## src/avb_arb_params.svh

```systemverilog
// Named constants for the AVB transmit credit shaper arbiter.
// Assumes it is included once per file by its bare name.
`ifndef AVB_ARB_PARAMS_SVH
`define AVB_ARB_PARAMS_SVH

// -----------------------------------------------------------------
// Register indices (plain register port, word addressed)
// -----------------------------------------------------------------
`define REG_SEND_SLOPE_CTRL  4'h0
`define REG_IDLE_SLOPE_CTRL  4'h1
`define REG_CREDIT_STATUS    4'h2
`define REG_ARB_STATUS       4'h3

// -----------------------------------------------------------------
// Reset values and limits
// -----------------------------------------------------------------
`define SEND_SLOPE_CTRL_RST  16'h1800
`define IDLE_SLOPE_CTRL_RST  16'h0800
`define CREDIT_HI_LIMIT      24'sh0FFFFF
`define CREDIT_LO_LIMIT      -24'sh100000
`define CREDIT_ZERO          24'sh000000
`define SLOPE_W              16

`endif

```

## src/avb_arb_pkg.sv

```systemverilog
// Types shared by the AVB transmit arbiter files.
// Assumes the params header is available on the include path.
`default_nettype none
package avb_arb_pkg;
  // Source currently owning the MAC transmit path
  typedef enum logic [1:0] {
    SRC_NONE,
    SRC_AV,
    SRC_PTP,
    SRC_LEGACY
  } src_t;

  // One AXI4-Stream byte beat
  typedef struct packed {
    logic [7:0] tdata;
    logic       tlast;
    logic       tuser;
  } beat_t;
endpackage
`default_nettype wire

```

## src/avb_tx_credit_shaper_arbiter.sv

```systemverilog
// Transmit arbiter choosing among AV, timing and legacy frame streams.
// Assumes byte wide AXI4-Stream sources and a MAC that takes one byte
// per cycle when it shows ready.
//
// Behaviour
// - Eligible queued AV frame goes first
// - Else send requested timing packet
// - Legacy only when no eligible AV or timing packet waits
// - AV allowed while credit at least zero
// - Negative credit blocks AV, legacy instead
// - No AV queued zeroes positive credit
// - Waiting AV gains idle slope per byte
// - Sending AV loses send slope per byte
// - Credit saturates at fixed internal limits
// - Send Slope Control holds idle increment
// - Idle Slope Control holds send decrement
// - Slope defaults 6144 and 2048 after reset
// - Byte based slopes, independent of speed
// - Over allowance at frame end switches legacy
// - Legacy path full duplex, no jumbo, VLAN
//
// The address-and-strobe port and the register offsets are this design's own decisions.
`default_nettype none
`include "avb_arb_params.svh"
module avb_tx_credit_shaper_arbiter #(
  parameter int CREDIT_W = 24
) (
  // Clock and reset
  input  wire logic                 clk,
  input  wire logic                 sys_rst,
  // AV stream source
  input  wire logic                 av_stream_valid,
  input  wire logic [7:0]           av_tdata,
  input  wire logic                 av_tlast,
  input  wire logic                 av_tuser,
  output logic                      av_tready,
  // Timing packet buffer source
  input  wire logic                 ptp_valid,
  input  wire logic [7:0]           ptp_tdata,
  input  wire logic                 ptp_tlast,
  output logic                      ptp_tready,
  // Legacy stream source
  input  wire logic                 legacy_valid,
  input  wire logic [7:0]           legacy_tdata,
  input  wire logic                 legacy_tlast,
  input  wire logic                 legacy_tuser,
  output logic                      legacy_tready,
  // MAC transmit path
  output logic                      mac_tvalid,
  output logic [7:0]                mac_tdata,
  output logic                      mac_tlast,
  output logic                      mac_tuser,
  input  wire logic                 mac_tready,
  // Register port
  input  wire logic [3:0]           reg_addr,
  input  wire logic [31:0]          reg_wdata,
  input  wire logic                 reg_wr,
  input  wire logic                 reg_rd,
  output logic [31:0]               reg_rdata
);
  // -----------------------------------------------------------------
  // Registers
  // -----------------------------------------------------------------
  logic [`SLOPE_W-1:0]          send_slope_ctrl_r; // Idle slope value
  logic [`SLOPE_W-1:0]          idle_slope_ctrl_r; // Send slope value
  logic signed [CREDIT_W-1:0]   credit;            // Shaper credit
  avb_arb_pkg::src_t            owner_r;           // Granted source
  avb_arb_pkg::src_t            owner_nxt;
  avb_arb_pkg::beat_t           beat;              // Selected beat
  logic                         out_valid_r;       // Output stage full
  avb_arb_pkg::beat_t           out_beat_r;        // Output stage data
  logic                         take;              // Beat accepted
  logic                         load;              // Output can load
  logic                         src_valid;         // Owner has beat

  // Address match helper, shared by write and read decode
  function automatic logic hit(input logic [3:0] a, input logic [3:0] r);
    hit = (a == r);
  endfunction

  // Software writes the slopes; values are taken as given
  always_ff @(posedge clk) begin
    if (sys_rst) begin
      send_slope_ctrl_r <= `SEND_SLOPE_CTRL_RST;
      idle_slope_ctrl_r <= `IDLE_SLOPE_CTRL_RST;
    end else if (reg_wr) begin
      if (hit(reg_addr, `REG_SEND_SLOPE_CTRL)) begin
        send_slope_ctrl_r <= reg_wdata[`SLOPE_W-1:0];
      end
      if (hit(reg_addr, `REG_IDLE_SLOPE_CTRL)) begin
        idle_slope_ctrl_r <= reg_wdata[`SLOPE_W-1:0];
      end
    end
  end

  // Read data one cycle after the strobe; unmapped reads give zero
  always_ff @(posedge clk) begin
    if (sys_rst) begin
      reg_rdata <= 32'h0000_0000;
    end else if (reg_rd) begin
      if (hit(reg_addr, `REG_SEND_SLOPE_CTRL)) begin
        reg_rdata <= {16'h0000, send_slope_ctrl_r};
      end else if (hit(reg_addr, `REG_IDLE_SLOPE_CTRL)) begin
        reg_rdata <= {16'h0000, idle_slope_ctrl_r};
      end else if (hit(reg_addr, `REG_CREDIT_STATUS)) begin
        reg_rdata <= 32'(credit); // Sign extended credit
      end else if (hit(reg_addr, `REG_ARB_STATUS)) begin
        reg_rdata <= {30'h0000_0000, owner_r};
      end else begin
        reg_rdata <= 32'h0000_0000;
      end
    end else begin
      reg_rdata <= 32'h0000_0000;
    end
  end

  // -----------------------------------------------------------------
  // Arbitration
  // -----------------------------------------------------------------
  // Grant choice when idle; a granted frame is never preempted
  always_comb begin
    owner_nxt = owner_r;
    if (owner_r == avb_arb_pkg::SRC_NONE) begin
      if (av_stream_valid && credit >= `CREDIT_ZERO) begin
        owner_nxt = avb_arb_pkg::SRC_AV;
      end else if (ptp_valid) begin
        owner_nxt = avb_arb_pkg::SRC_PTP;
      end else if (legacy_valid) begin
        owner_nxt = avb_arb_pkg::SRC_LEGACY;
      end
    end else if (take && beat.tlast) begin
      // Back to idle, so the next pick sees fresh credit; AV valid
      // held high does not park the arbiter once credit is negative
      owner_nxt = avb_arb_pkg::SRC_NONE;
    end
  end

  // Owner register
  always_ff @(posedge clk) begin
    if (sys_rst) begin
      owner_r <= avb_arb_pkg::SRC_NONE;
    end else begin
      owner_r <= owner_nxt;
    end
  end

  // Beat mux from the granted source
  always_comb begin
    beat      = '0;
    src_valid = 1'b0;
    case (owner_r)
      avb_arb_pkg::SRC_AV: begin
        beat      = {av_tdata, av_tlast, av_tuser};
        src_valid = av_stream_valid;
      end
      avb_arb_pkg::SRC_PTP: begin
        beat      = {ptp_tdata, ptp_tlast, 1'b0};
        src_valid = ptp_valid;
      end
      avb_arb_pkg::SRC_LEGACY: begin
        beat      = {legacy_tdata, legacy_tlast, legacy_tuser};
        src_valid = legacy_valid;
      end
      default: begin
        beat      = '0;
        src_valid = 1'b0;
      end
    endcase
  end

  // -----------------------------------------------------------------
  // Output stage
  // -----------------------------------------------------------------
  // One register stage; loads when empty or being drained
  assign load = !out_valid_r || mac_tready;
  assign take = load && src_valid;

  // Ready back to the granted source only
  assign av_tready     = load && (owner_r == avb_arb_pkg::SRC_AV);
  assign ptp_tready    = load && (owner_r == avb_arb_pkg::SRC_PTP);
  assign legacy_tready = load && (owner_r == avb_arb_pkg::SRC_LEGACY);

  // Stage valid
  always_ff @(posedge clk) begin
    if (sys_rst) begin
      out_valid_r <= 1'b0;
    end else if (load) begin
      out_valid_r <= take;
    end
  end

  // Stage data
  always_ff @(posedge clk) begin
    if (sys_rst) begin
      out_beat_r <= '0;
    end else if (take) begin
      out_beat_r <= beat;
    end
  end

  assign mac_tvalid = out_valid_r;
  assign mac_tdata  = out_beat_r.tdata;
  assign mac_tlast  = out_beat_r.tlast;
  assign mac_tuser  = out_beat_r.tuser;

  // -----------------------------------------------------------------
  // Shaper
  // -----------------------------------------------------------------
  // Credit moves per byte taken, so link speed does not matter
  avb_credit_shaper #(
    .CREDIT_W (CREDIT_W)
  ) u_shaper (
    .clk             (clk),
    .sys_rst         (sys_rst),
    .idle_slope      (send_slope_ctrl_r),
    .send_slope      (idle_slope_ctrl_r),
    .av_queued       (av_stream_valid),
    .av_byte_sent    (take && owner_r == avb_arb_pkg::SRC_AV),
    .other_byte_sent (take && owner_r != avb_arb_pkg::SRC_AV),
    .credit_r        (credit)
  );
endmodule
`default_nettype wire

```

## src/avb_credit_shaper.sv

```systemverilog
// Credit-based shaper: byte based credit with saturation.
// Assumes one byte per accepted beat, so it is independent of speed.
`default_nettype none
`include "avb_arb_params.svh"
module avb_credit_shaper #(
  parameter int CREDIT_W = 24
) (
  // Clock and reset
  input  wire logic                       clk,
  input  wire logic                       sys_rst,
  // Slopes from software
  input  wire logic [`SLOPE_W-1:0]        idle_slope,
  input  wire logic [`SLOPE_W-1:0]        send_slope,
  // Events
  input  wire logic                       av_queued,
  input  wire logic                       av_byte_sent,
  input  wire logic                       other_byte_sent,
  // Credit out
  output logic signed [CREDIT_W-1:0]      credit_r
);
  // -----------------------------------------------------------------
  // Credit update
  // -----------------------------------------------------------------
  logic signed [CREDIT_W:0] sum;   // One extra bit keeps overflow visible
  logic signed [CREDIT_W-1:0] credit_nxt;

  // Next credit, clamped to the fixed limits
  always_comb begin
    sum = {credit_r[CREDIT_W-1], credit_r};
    if (av_byte_sent) begin
      sum = sum - $signed({1'b0, {(CREDIT_W-`SLOPE_W){1'b0}},
                            send_slope});
    end else if (av_queued && other_byte_sent) begin
      sum = sum + $signed({1'b0, {(CREDIT_W-`SLOPE_W){1'b0}},
                            idle_slope});
    end
    if (sum > $signed({`CREDIT_HI_LIMIT})) begin
      credit_nxt = `CREDIT_HI_LIMIT;
    end else if (sum < $signed({`CREDIT_LO_LIMIT})) begin
      credit_nxt = `CREDIT_LO_LIMIT;
    end else begin
      credit_nxt = sum[CREDIT_W-1:0];
    end
    // Idle AV queue loses positive credit; deficit is kept
    if (!av_queued && !av_byte_sent && credit_nxt > `CREDIT_ZERO) begin
      credit_nxt = `CREDIT_ZERO;
    end
  end

  // Credit register; counts per byte so speed changes need no rescale
  always_ff @(posedge clk) begin
    if (sys_rst) begin
      credit_r <= `CREDIT_ZERO;
    end else begin
      credit_r <= credit_nxt;
    end
  end
endmodule
`default_nettype wire

```

## config.mk

```make
export PLATFORM = sky130hd
export DESIGN_NAME = avb_tx_credit_shaper_arbiter
export DESIGN_NICKNAME = d
export VERILOG_FILES = /design/src/avb_arb_pkg.sv /design/src/avb_tx_credit_shaper_arbiter.sv /design/src/avb_credit_shaper.sv
export VERILOG_INCLUDE_DIRS = /design/src
export SDC_FILE = /design/constraint.sdc
export NUM_CORES = 1
export LEC_CHECK = 0
export ABC_AREA = 1
export BUFFER_PORTS_ARGS = -buffer_cell sky130_fd_sc_hd__buf_4
export CAP_MARGIN = 20
export CORE_ASPECT_RATIO = 1.25
export CORE_MARGIN = 1.5
export CORE_UTILIZATION = 55
export CTS_BUF_LIST = sky130_fd_sc_hd__clkbuf_8
export DETAILED_ROUTE_END_ITERATION = 8
export HOLD_SLACK_MARGIN = 0.05
export PLACE_DENSITY = 0.9
export SETUP_SLACK_MARGIN = 0.5
export SYNTH_ARGS = -nofsm -noshare
export SYNTH_HDL_FRONTEND = slang
export SYNTH_SLANG_ARGS = --single-unit
```

## constraint.sdc

```tcl
create_clock -name clk -period 3.2 [get_ports clk]
set_input_delay 0.32 -clock clk [delete_from_list [all_inputs] [get_ports clk]]
set_output_delay 0.32 -clock clk [all_outputs]
set_load 0.01 [all_outputs]
```

==> results.md, run 1 <==
* Number of nets in the synthesized netlist at 1166
* Routability-driven placement congestion ratio at ~1.0
* Combined global-route utilization of all metal layers at 0.363
* Antenna diode count at 0
* Async S/R FF share, synth at 0
* Worst-margin pin slew at approximately 790 ps
* Final count of pins violating max slew at 0
* Placeable core region at between 10000 and 15000 um2
* Power density normalized to cell area at roughly 860 nW/um2
* Vias in the first global route at 7364
* Post-DR wirelength/cell at 17.5 um
* Seq pwr share at 0.214
* Register bit total from synthesis at 93
* Worst skew pair latency at ~390 ps
* Sequential area share after synthesis at 0.279
* Floorplan die width at 102 um
* Slew headroom at 0.473
* Count of input and output buffers at between 100 and 150
* Max-cap violation count at 0
* Total power of the final layout at 7.64 mW
* Switching power as a share of total power at 0.516
* Min-delay worst type: input port to flip-flop
* Number of flops mapped to enable cells by yosys at 0
* Result of the run: complete, but fails checks
* Final Routed Wirelength at 24000 um
* Setup slack of the worst register-to-register path at -130 ps
* Clock group share of total power at 0.110
* Leakage Power at between 4 and 5 nW
* Clock-pin slew of the registers on the worst-case setup and hold paths at 110 ps
* TritonRoute pass-1 iters at 7
* Wire length of the first global-routing pass at 36100 um
* Required @ worst endpoint at between 3000 and 4000 ps
* Count of nets left with antenna violations after detail routing at 0
* Crit end category: flip-flop
* Gate count of the mapped netlist at roughly 1100
* H-tree Lvls at 3
* Most instantiated cells after synthesis: 318 x sky130_fd_sc_hd__nand2_1, 156 x sky130_fd_sc_hd__inv_1, 98 x sky130_fd_sc_hd__nor2_1, 93 x sky130_fd_sc_hd__dfxtp_1, 81 x sky130_fd_sc_hd__a21oi_1
* Cell types with the largest area share after synthesis: sky130_fd_sc_hd__dfxtp_1 28%, sky130_fd_sc_hd__nand2_1 18%, sky130_fd_sc_hd__inv_1 8.8%
* Average vias per placed instance at 5.76
* Syn Area/Cell at ~6.3 um2
* Largest clock skew in the final design at 15.6 ps
* Number of different library cells in the post-synthesis netlist at 49
* Clock tree root buffer cell: sky130_fd_sc_hd__clkbuf_8
* Highest net fanout along the worst path at 7
* Starting density of the core at 0.569
* Height of the chip at 126 um
* Number of nets in the finished design at 1306
* Buffers from clock root to sink, at most at 2
* Origin of the critical flop-to-flop path: u_shaper.credit_r[0]$_SDFF_PP0_
* Initial antenna violation count at 0
* Count of final hold-check violations at 0
* Sw Pwr at about 3.9 mW
* CP Class: flip-flop to flip-flop
* Violated checks: negative setup slack
* Site Rows at 44
* Cell internal pwr at 3.69 mW
* Netlist Area Pre-Place at 6680 um2
* RSZ-0062 raised after global routing: true
* CTS Buf Count at 9
* Cts hold-fix bufs at 0
* Pin count of the biggest net entering global routing at 43
* Path depth of the worst reg2reg path at 27
* Critical Path Start: u_shaper.credit_r[0]$_SDFF_PP0_
* Final setup violation count at 19
* DRC marker count from the first detailed-route iteration at 747
* Global route total overflow at 0
* Post-route fraction of the period consumed by the critical path at 1.04
* Ports at 119
* Critical path arrival at 3660 ps
* Biggest area consumer among synthesized cells: sky130_fd_sc_hd__dfxtp_1
* Reg-to-reg endpoint: u_shaper.credit_r[23]$_SDFF_PP0_
* Category of the worst setup path launch point: flip-flop
* Maximum vdd ir drop at 0.898 mV
* Number of warning messages in the yosys log at 0
* Capture point of the critical path: u_shaper.credit_r[23]$_SDFF_PP0_
* Total clock sinks at between 90 and 100
* Total number of vias at 7865
* Combinational power share at 0.676
* Half-perimeter wire length of the detailed placement result at around 17000 um
* Maximum clock frequency at 300 MHz
* Clock tree from TritonCTS: done
* Setup WS post-layout at -130 ps
* Most common flop cell mapped by yosys: sky130_fd_sc_hd__dfxtp_1
* Share of the synthesized area in the top cell type at 0.279
* Area growth from synthesis to final layout at 33.6%
* Pre-CTS setup slack at -38.2 ps
* Area enclosed by the die boundary at approximately 13000 um2
* Core Util, Final at 0.761
* Min Tclk post-route at 3330 ps
* Fraction of layout instances using a drive strength above 1 at 0.296
* Most repeated cell in the gate-level netlist after synthesis: sky130_fd_sc_hd__nand2_1
* Number of design rule violations left after detail routing at 0
cells by family (layout without fill, tap and decap cells):
kind of cell / after synthesis / in the layout / synth area share
AND/OR/NAND/NOR: 531 / 533 / 0.352
buffers and inverters: 201 / 344 / 0.128
AO/OA/AOI/OAI: 182 / 182 / 0.151
flip-flops: 93 / 93 / 0.279
adder cells (fa/ha/maj): 34 / 34 / 0.0660
XOR/XNOR: 17 / 17 / 0.0223
multiplexers: 1 / 1 / 0.00150
stage by stage:
stage               TNS (ps)  std cells  area, um2  hold slack [ps]
floorplan                  0       1059       6730              389
global placement           0       1324       7780              456
detailed placement      -334       1324       7780              467
CTS                        0       1358       8630              122
global route           -6500       1365       8920              120
finish                 -1380       1365       8920              114
worst max-delay path: stages (launching register included):
cell and delay (ps):
sky130_fd_sc_hd__dfxtp_2 380, sky130_fd_sc_hd__inv_2 60, sky130_fd_sc_hd__ha_4 160, sky130_fd_sc_hd__fa_2 360
sky130_fd_sc_hd__inv_2 80, sky130_fd_sc_hd__nand3_1 90, sky130_fd_sc_hd__nand3_2 100, sky130_fd_sc_hd__nand2_1 70
sky130_fd_sc_hd__nand2_2 120, sky130_fd_sc_hd__nand2_4 80, sky130_fd_sc_hd__nand4_4 80, sky130_fd_sc_hd__nand2_1 60
sky130_fd_sc_hd__nand2_1 60, sky130_fd_sc_hd__nand2_1 70, sky130_fd_sc_hd__inv_2 100, sky130_fd_sc_hd__buf_6 110
sky130_fd_sc_hd__nand4_1 100, sky130_fd_sc_hd__nand2_2 110, sky130_fd_sc_hd__nand2_1 90, sky130_fd_sc_hd__nor2_1 150
sky130_fd_sc_hd__nand2_1 100, sky130_fd_sc_hd__nor2_1 110, sky130_fd_sc_hd__nand2_1 70, sky130_fd_sc_hd__nand2_2 70
sky130_fd_sc_hd__nand2_4 100, sky130_fd_sc_hd__buf_12 160, sky130_fd_sc_hd__buf_16 150, sky130_fd_sc_hd__nor2_4 70
state kept, by name, indices dropped and copies added (netlist names):
register,count
mac_tlast,1
mac_tvalid,1
reg_rdata,24
u_shaper.credit_r,24
mac_tuser,1
idle_slope_ctrl_r,16
send_slope_ctrl_r,16
mac_tdata,8
owner_r,2
power by group through the flow:
stage / sequential, mW / clock, mW / combinational [mW]
after detailed placement: 1.54 / 0 / 4.00
after floorplan: 1.45 / 0 / 3.01
final: 1.63 / 0.842 / 5.16
after global routing: 1.63 / 0.886 / 5.55
after CTS: 1.58 / 0.823 / 4.52
after global placement: 1.54 / 0 / 3.94
layout make-up:
type                    count  area, um2
multi-input cells         767       4620
well taps                 161        201
flip-flops and latches     93       1910
inverters                 163        626
clock inverters             7       86.3
fillers                   855       2810
repair buffers            165       1360
clock buffers               9        124
metal layers:
metal	routed length [um]	global-route usage	part of all wire	vias up
met1	8680	0.397	0.36	3561
met3	1850	0.0760	0.077	157
met2	11500	0.620	0.48	507
met4	1960	0.239	0.082	0
met5	0	0	0	-
li1	-	-	-	3640
cells in the final DEF (no fill, tap or decap), types with 10 or more instances in the layout:
| master | count |
|---|---|
| sky130_fd_sc_hd__nand2_1 | 297 |
| sky130_fd_sc_hd__dfxtp_1 | 61 |
| sky130_fd_sc_hd__nand2_2 | 23 |
| sky130_fd_sc_hd__inv_1 | 144 |
| sky130_fd_sc_hd__o21ai_0 | 64 |
| sky130_fd_sc_hd__buf_4 | 155 |
| sky130_fd_sc_hd__ha_4 | 29 |
| sky130_fd_sc_hd__dfxtp_2 | 30 |
| sky130_fd_sc_hd__inv_2 | 13 |
| sky130_fd_sc_hd__a21oi_1 | 77 |
| sky130_fd_sc_hd__nor2_1 | 86 |
| sky130_fd_sc_hd__nor2_4 | 26 |
| sky130_fd_sc_hd__nor3_1 | 15 |
| sky130_fd_sc_hd__nand3_2 | 11 |
| sky130_fd_sc_hd__xor2_1 | 10 |
| sky130_fd_sc_hd__nand3_1 | 37 |
what timing repair did:
action                                 CTS  global route
pin swaps                               13            23
gates resized for setup                 73            66
gates cloned                             4             0
endpoints found under the hold margin    0             0
setup buffers                           14             7
setup endpoints to repair               24            24
worst min path at each step:
stage | slack, ps | startpoint | end | cells past startpoint
final | 110 | sys_rst | owner_r[0]$_SDFFE_PP0P_ | 2
after global routing | 120 | sys_rst | owner_r[0]$_SDFFE_PP0P_ | 2
after CTS | 120 | sys_rst | owner_r[0]$_SDFFE_PP0P_ | 2
after detailed placement | 470 | mac_tlast$_SDFFE_PP0N_ | mac_tlast$_SDFFE_PP0N_ | 2
after global placement | 460 | mac_tlast$_SDFFE_PP0N_ | mac_tlast$_SDFFE_PP0N_ | 2
after floorplan | 390 | sys_rst | mac_tlast$_SDFFE_PP0N_ | 1
Note: power is estimated with default switching activity, not from simulation.
==> run 2, diff against run 1 <==
==> constraint.sdc (replaced) <==
create_clock -name clk -period 3.2 [get_ports clk]
set_input_delay 0.16 -clock clk [delete_from_list [all_inputs] [get_ports clk]]
set_output_delay 0.16 -clock clk [all_outputs]
set_load 0.01 [all_outputs]
==> run 2 against run 1 <==
Net effect: clock skew increased by 3.2 ps; sequential share of layout area decreased by 0.10 points; critical endpoint is now u_shaper.credit_r[7]$_SDFF_PP0_; clock power about the same; cell area increased by 0.41%; worst hold slack got worse by 67 ps; highest routed layer unchanged; worst setup slack improved by 130 ps; non-clock buffer count increased by 8; sequential cell count unchanged; combinational power decreased by 3%; the run still ends with negative setup slack left; via count about the same; critical path type unchanged; clock-buffer cell count unchanged.
==> results.md, run 2 (synthesis gave the netlist of run 1 again) <==
* Largest clock skew in the final design at 18.8 ps
* Post-route insts no fill at 1374
* Top flop regs: reg_rdata x24, u_shaper.credit_r x24
* Fraction of layout instances using a drive strength above 1 at 0.290
* Count of input and output buffers at 102
* Clock tree root buffer cell: sky130_fd_sc_hd__clkbuf_8
* Min-delay worst type: input port to flip-flop
* Post-route fraction of the period consumed by the critical path at 1.00
* Count of nets left with antenna violations after detail routing at 0
* Power density normalized to cell area at 840 nW/um2
* Final Routed Wirelength at approximately 24000 um
* Violated checks: negative setup slack
* Clock tree from TritonCTS: done
* Count of final hold-check violations at 0
* Number of design rule violations left after detail routing at 0
* Clock-pin slew of the registers on the worst-case setup and hold paths at 110 ps
* Ports at ~120
* CP Class: flip-flop to flip-flop
* Cell count after placement at 1321
* Site Rows at between 40 and 50
* Initial antenna violation count at 0
* Result of the run: complete, but fails checks
* Routability-driven placement congestion ratio at 1.03
* Global route total overflow at 0
* Total number of vias at between 7000 and 8000
* Height of the chip at 126 um
* Antenna diode count at 0
* Max-cap violation count at 0
* Min Tclk post-route at 3200 ps
* Setup slack of the worst register-to-register path at -0.9 ps
* Average vias per placed instance at between 5 and 6
* Required @ worst endpoint at ~3500 ps
* Floorplan die width at 102 um
* H-tree Lvls at 3
* Crit end category: flip-flop
* RSZ-0062 raised after global routing: true
* Most common cell after layout, fill and taps aside: sky130_fd_sc_hd__nand2_1
* Buffers from clock root to sink, at most at 2
* Pin count of the biggest net entering global routing at 43
* DRC marker count from the first detailed-route iteration at 783
* Vias in the first global route at about 7300
* Number of nets in the finished design at 1315
* Combined global-route utilization of all metal layers at 0.364
* TritonRoute pass-1 iters at 6
* Half-perimeter wire length of the detailed placement result at approximately 17000 um
* Post-DR wirelength/cell at 17.7 um
* Maximum vdd ir drop at 0.691 mV
* Worst-margin pin slew at 775 ps
* CTS Buf Count at 9
* Placeable core region at 11700 um2
* Worst skew pair latency at 390 ps
* Slew headroom at 0.483
* Starting density of the core at 0.569
* Final count of pins violating max slew at 0
* Setup WS post-layout at -0.928 ps
* Leakage Power at 4.34 nW
* Area enclosed by the die boundary at 12800 um2
* Core Util, Final at 0.764
* Highest net fanout along the worst path at 7
* Most frequent cells in the layout: 292 x sky130_fd_sc_hd__nand2_1, 154 x sky130_fd_sc_hd__buf_4, 141 x sky130_fd_sc_hd__inv_1
* Total power of the final layout at approximately 7.5 mW
* Maximum clock frequency at ~310 MHz
* Hold_ws at 47.3 ps
* Wire length of the first global-routing pass at ~36000 um
* Total clock sinks at between 90 and 100
* Area growth from synthesis to final layout at 34.2%
* Final setup violation count at 1
* Critical path arrival at 3530 ps
* Category of the worst setup path launch point: flip-flop
run 2: worst max-delay path, cell delays in order (launching register included):
cell	delay (ps)
sky130_fd_sc_hd__dfxtp_2	380
sky130_fd_sc_hd__ha_4	150
sky130_fd_sc_hd__inv_2	40
sky130_fd_sc_hd__fa_2	380
sky130_fd_sc_hd__inv_2	80
sky130_fd_sc_hd__buf_4	110
sky130_fd_sc_hd__nand4_1	150
sky130_fd_sc_hd__nand3_2	170
sky130_fd_sc_hd__nand2_1	80
sky130_fd_sc_hd__nand2_1	70
sky130_fd_sc_hd__nand2_1	60
sky130_fd_sc_hd__nand2_2	120
sky130_fd_sc_hd__nor2_4	50
sky130_fd_sc_hd__nand2_4	110
sky130_fd_sc_hd__nand2_8	90
sky130_fd_sc_hd__o21ai_1	110
sky130_fd_sc_hd__nand2_1	90
sky130_fd_sc_hd__inv_1	60
sky130_fd_sc_hd__nand2_1	80
sky130_fd_sc_hd__nor2_1	140
sky130_fd_sc_hd__nand2_1	110
sky130_fd_sc_hd__nand2_2	100
sky130_fd_sc_hd__nand2_4	110
sky130_fd_sc_hd__buf_12	190
sky130_fd_sc_hd__nor2_4	80
run 2: timing repair:
item                                    4_1_cts  5_1_grt
gates cloned                                  4        0
hold endpoints to repair                     18        0
setup buffers                                13        6
hold buffers                                 14        0
endpoints found under the setup margin       24       24
pin swaps                                    16       20
gates resized for setup                      61       82
run 2: layout make-up:
cell class | instances | area (um2)
clock buffer | 9 | 124
timing repair buffer | 173 | 1400
inverter | 163 | 626
timing repair inverter | 1 | 5.00
clock inverter | 7 | 83.8
multi-input combinational | 767 | 4620
fill | 852 | 2770
tap | 161 | 201
sequential | 93 | 1910
run 2: metal layers:
layer  share of wire  wire, um  vias up  global-route usage
met2            0.49     12000      463               0.629
met3           0.072      1750      143              0.0549
met1            0.36      8710     3591               0.419
met4           0.075      1830        0               0.212
li1                -         -     3665                   -
met5               0         0        -                   0
run 2: final timing paths:
kind / depth (start not counted) / startpoint / endpoint
worst min-delay path: 3 / reg_rd / reg_rdata[0]$_SDFF_PP0_
worst max register to register: 24 / u_shaper.credit_r[0]$_SDFF_PP0_ / u_shaper.credit_r[7]$_SDFF_PP0_
worst max-delay path: 24 / u_shaper.credit_r[0]$_SDFF_PP0_ / u_shaper.credit_r[7]$_SDFF_PP0_
worst min register to register: 2 / mac_tlast$_SDFFE_PP0N_ / mac_tlast$_SDFFE_PP0N_
run 2: where the power goes:
group / internal (mW) / switching (mW) / leakage (nW)
Combinational: 1.98 / 3.05 / 3.47
Sequential: 1.34 / 0.306 / 0.767
Clock: 0.318 / 0.522 / 0.106
Total: 3.64 / 3.88 / 4.34
run 2: through the flow:
| stage | area (um2) | worst slack, ps | TNS (ps) |
|---|---|---|---|
| finish | 8960 | -0.928 | -0.928 |
| global route | 8960 | -196 | -4080 |
| CTS | 8590 | 202 | 0 |
| detailed placement | 7760 | -58.3 | -708 |
| global placement | 7760 | 51.6 | 0 |
| floorplan | 6730 | 462 | 0 |
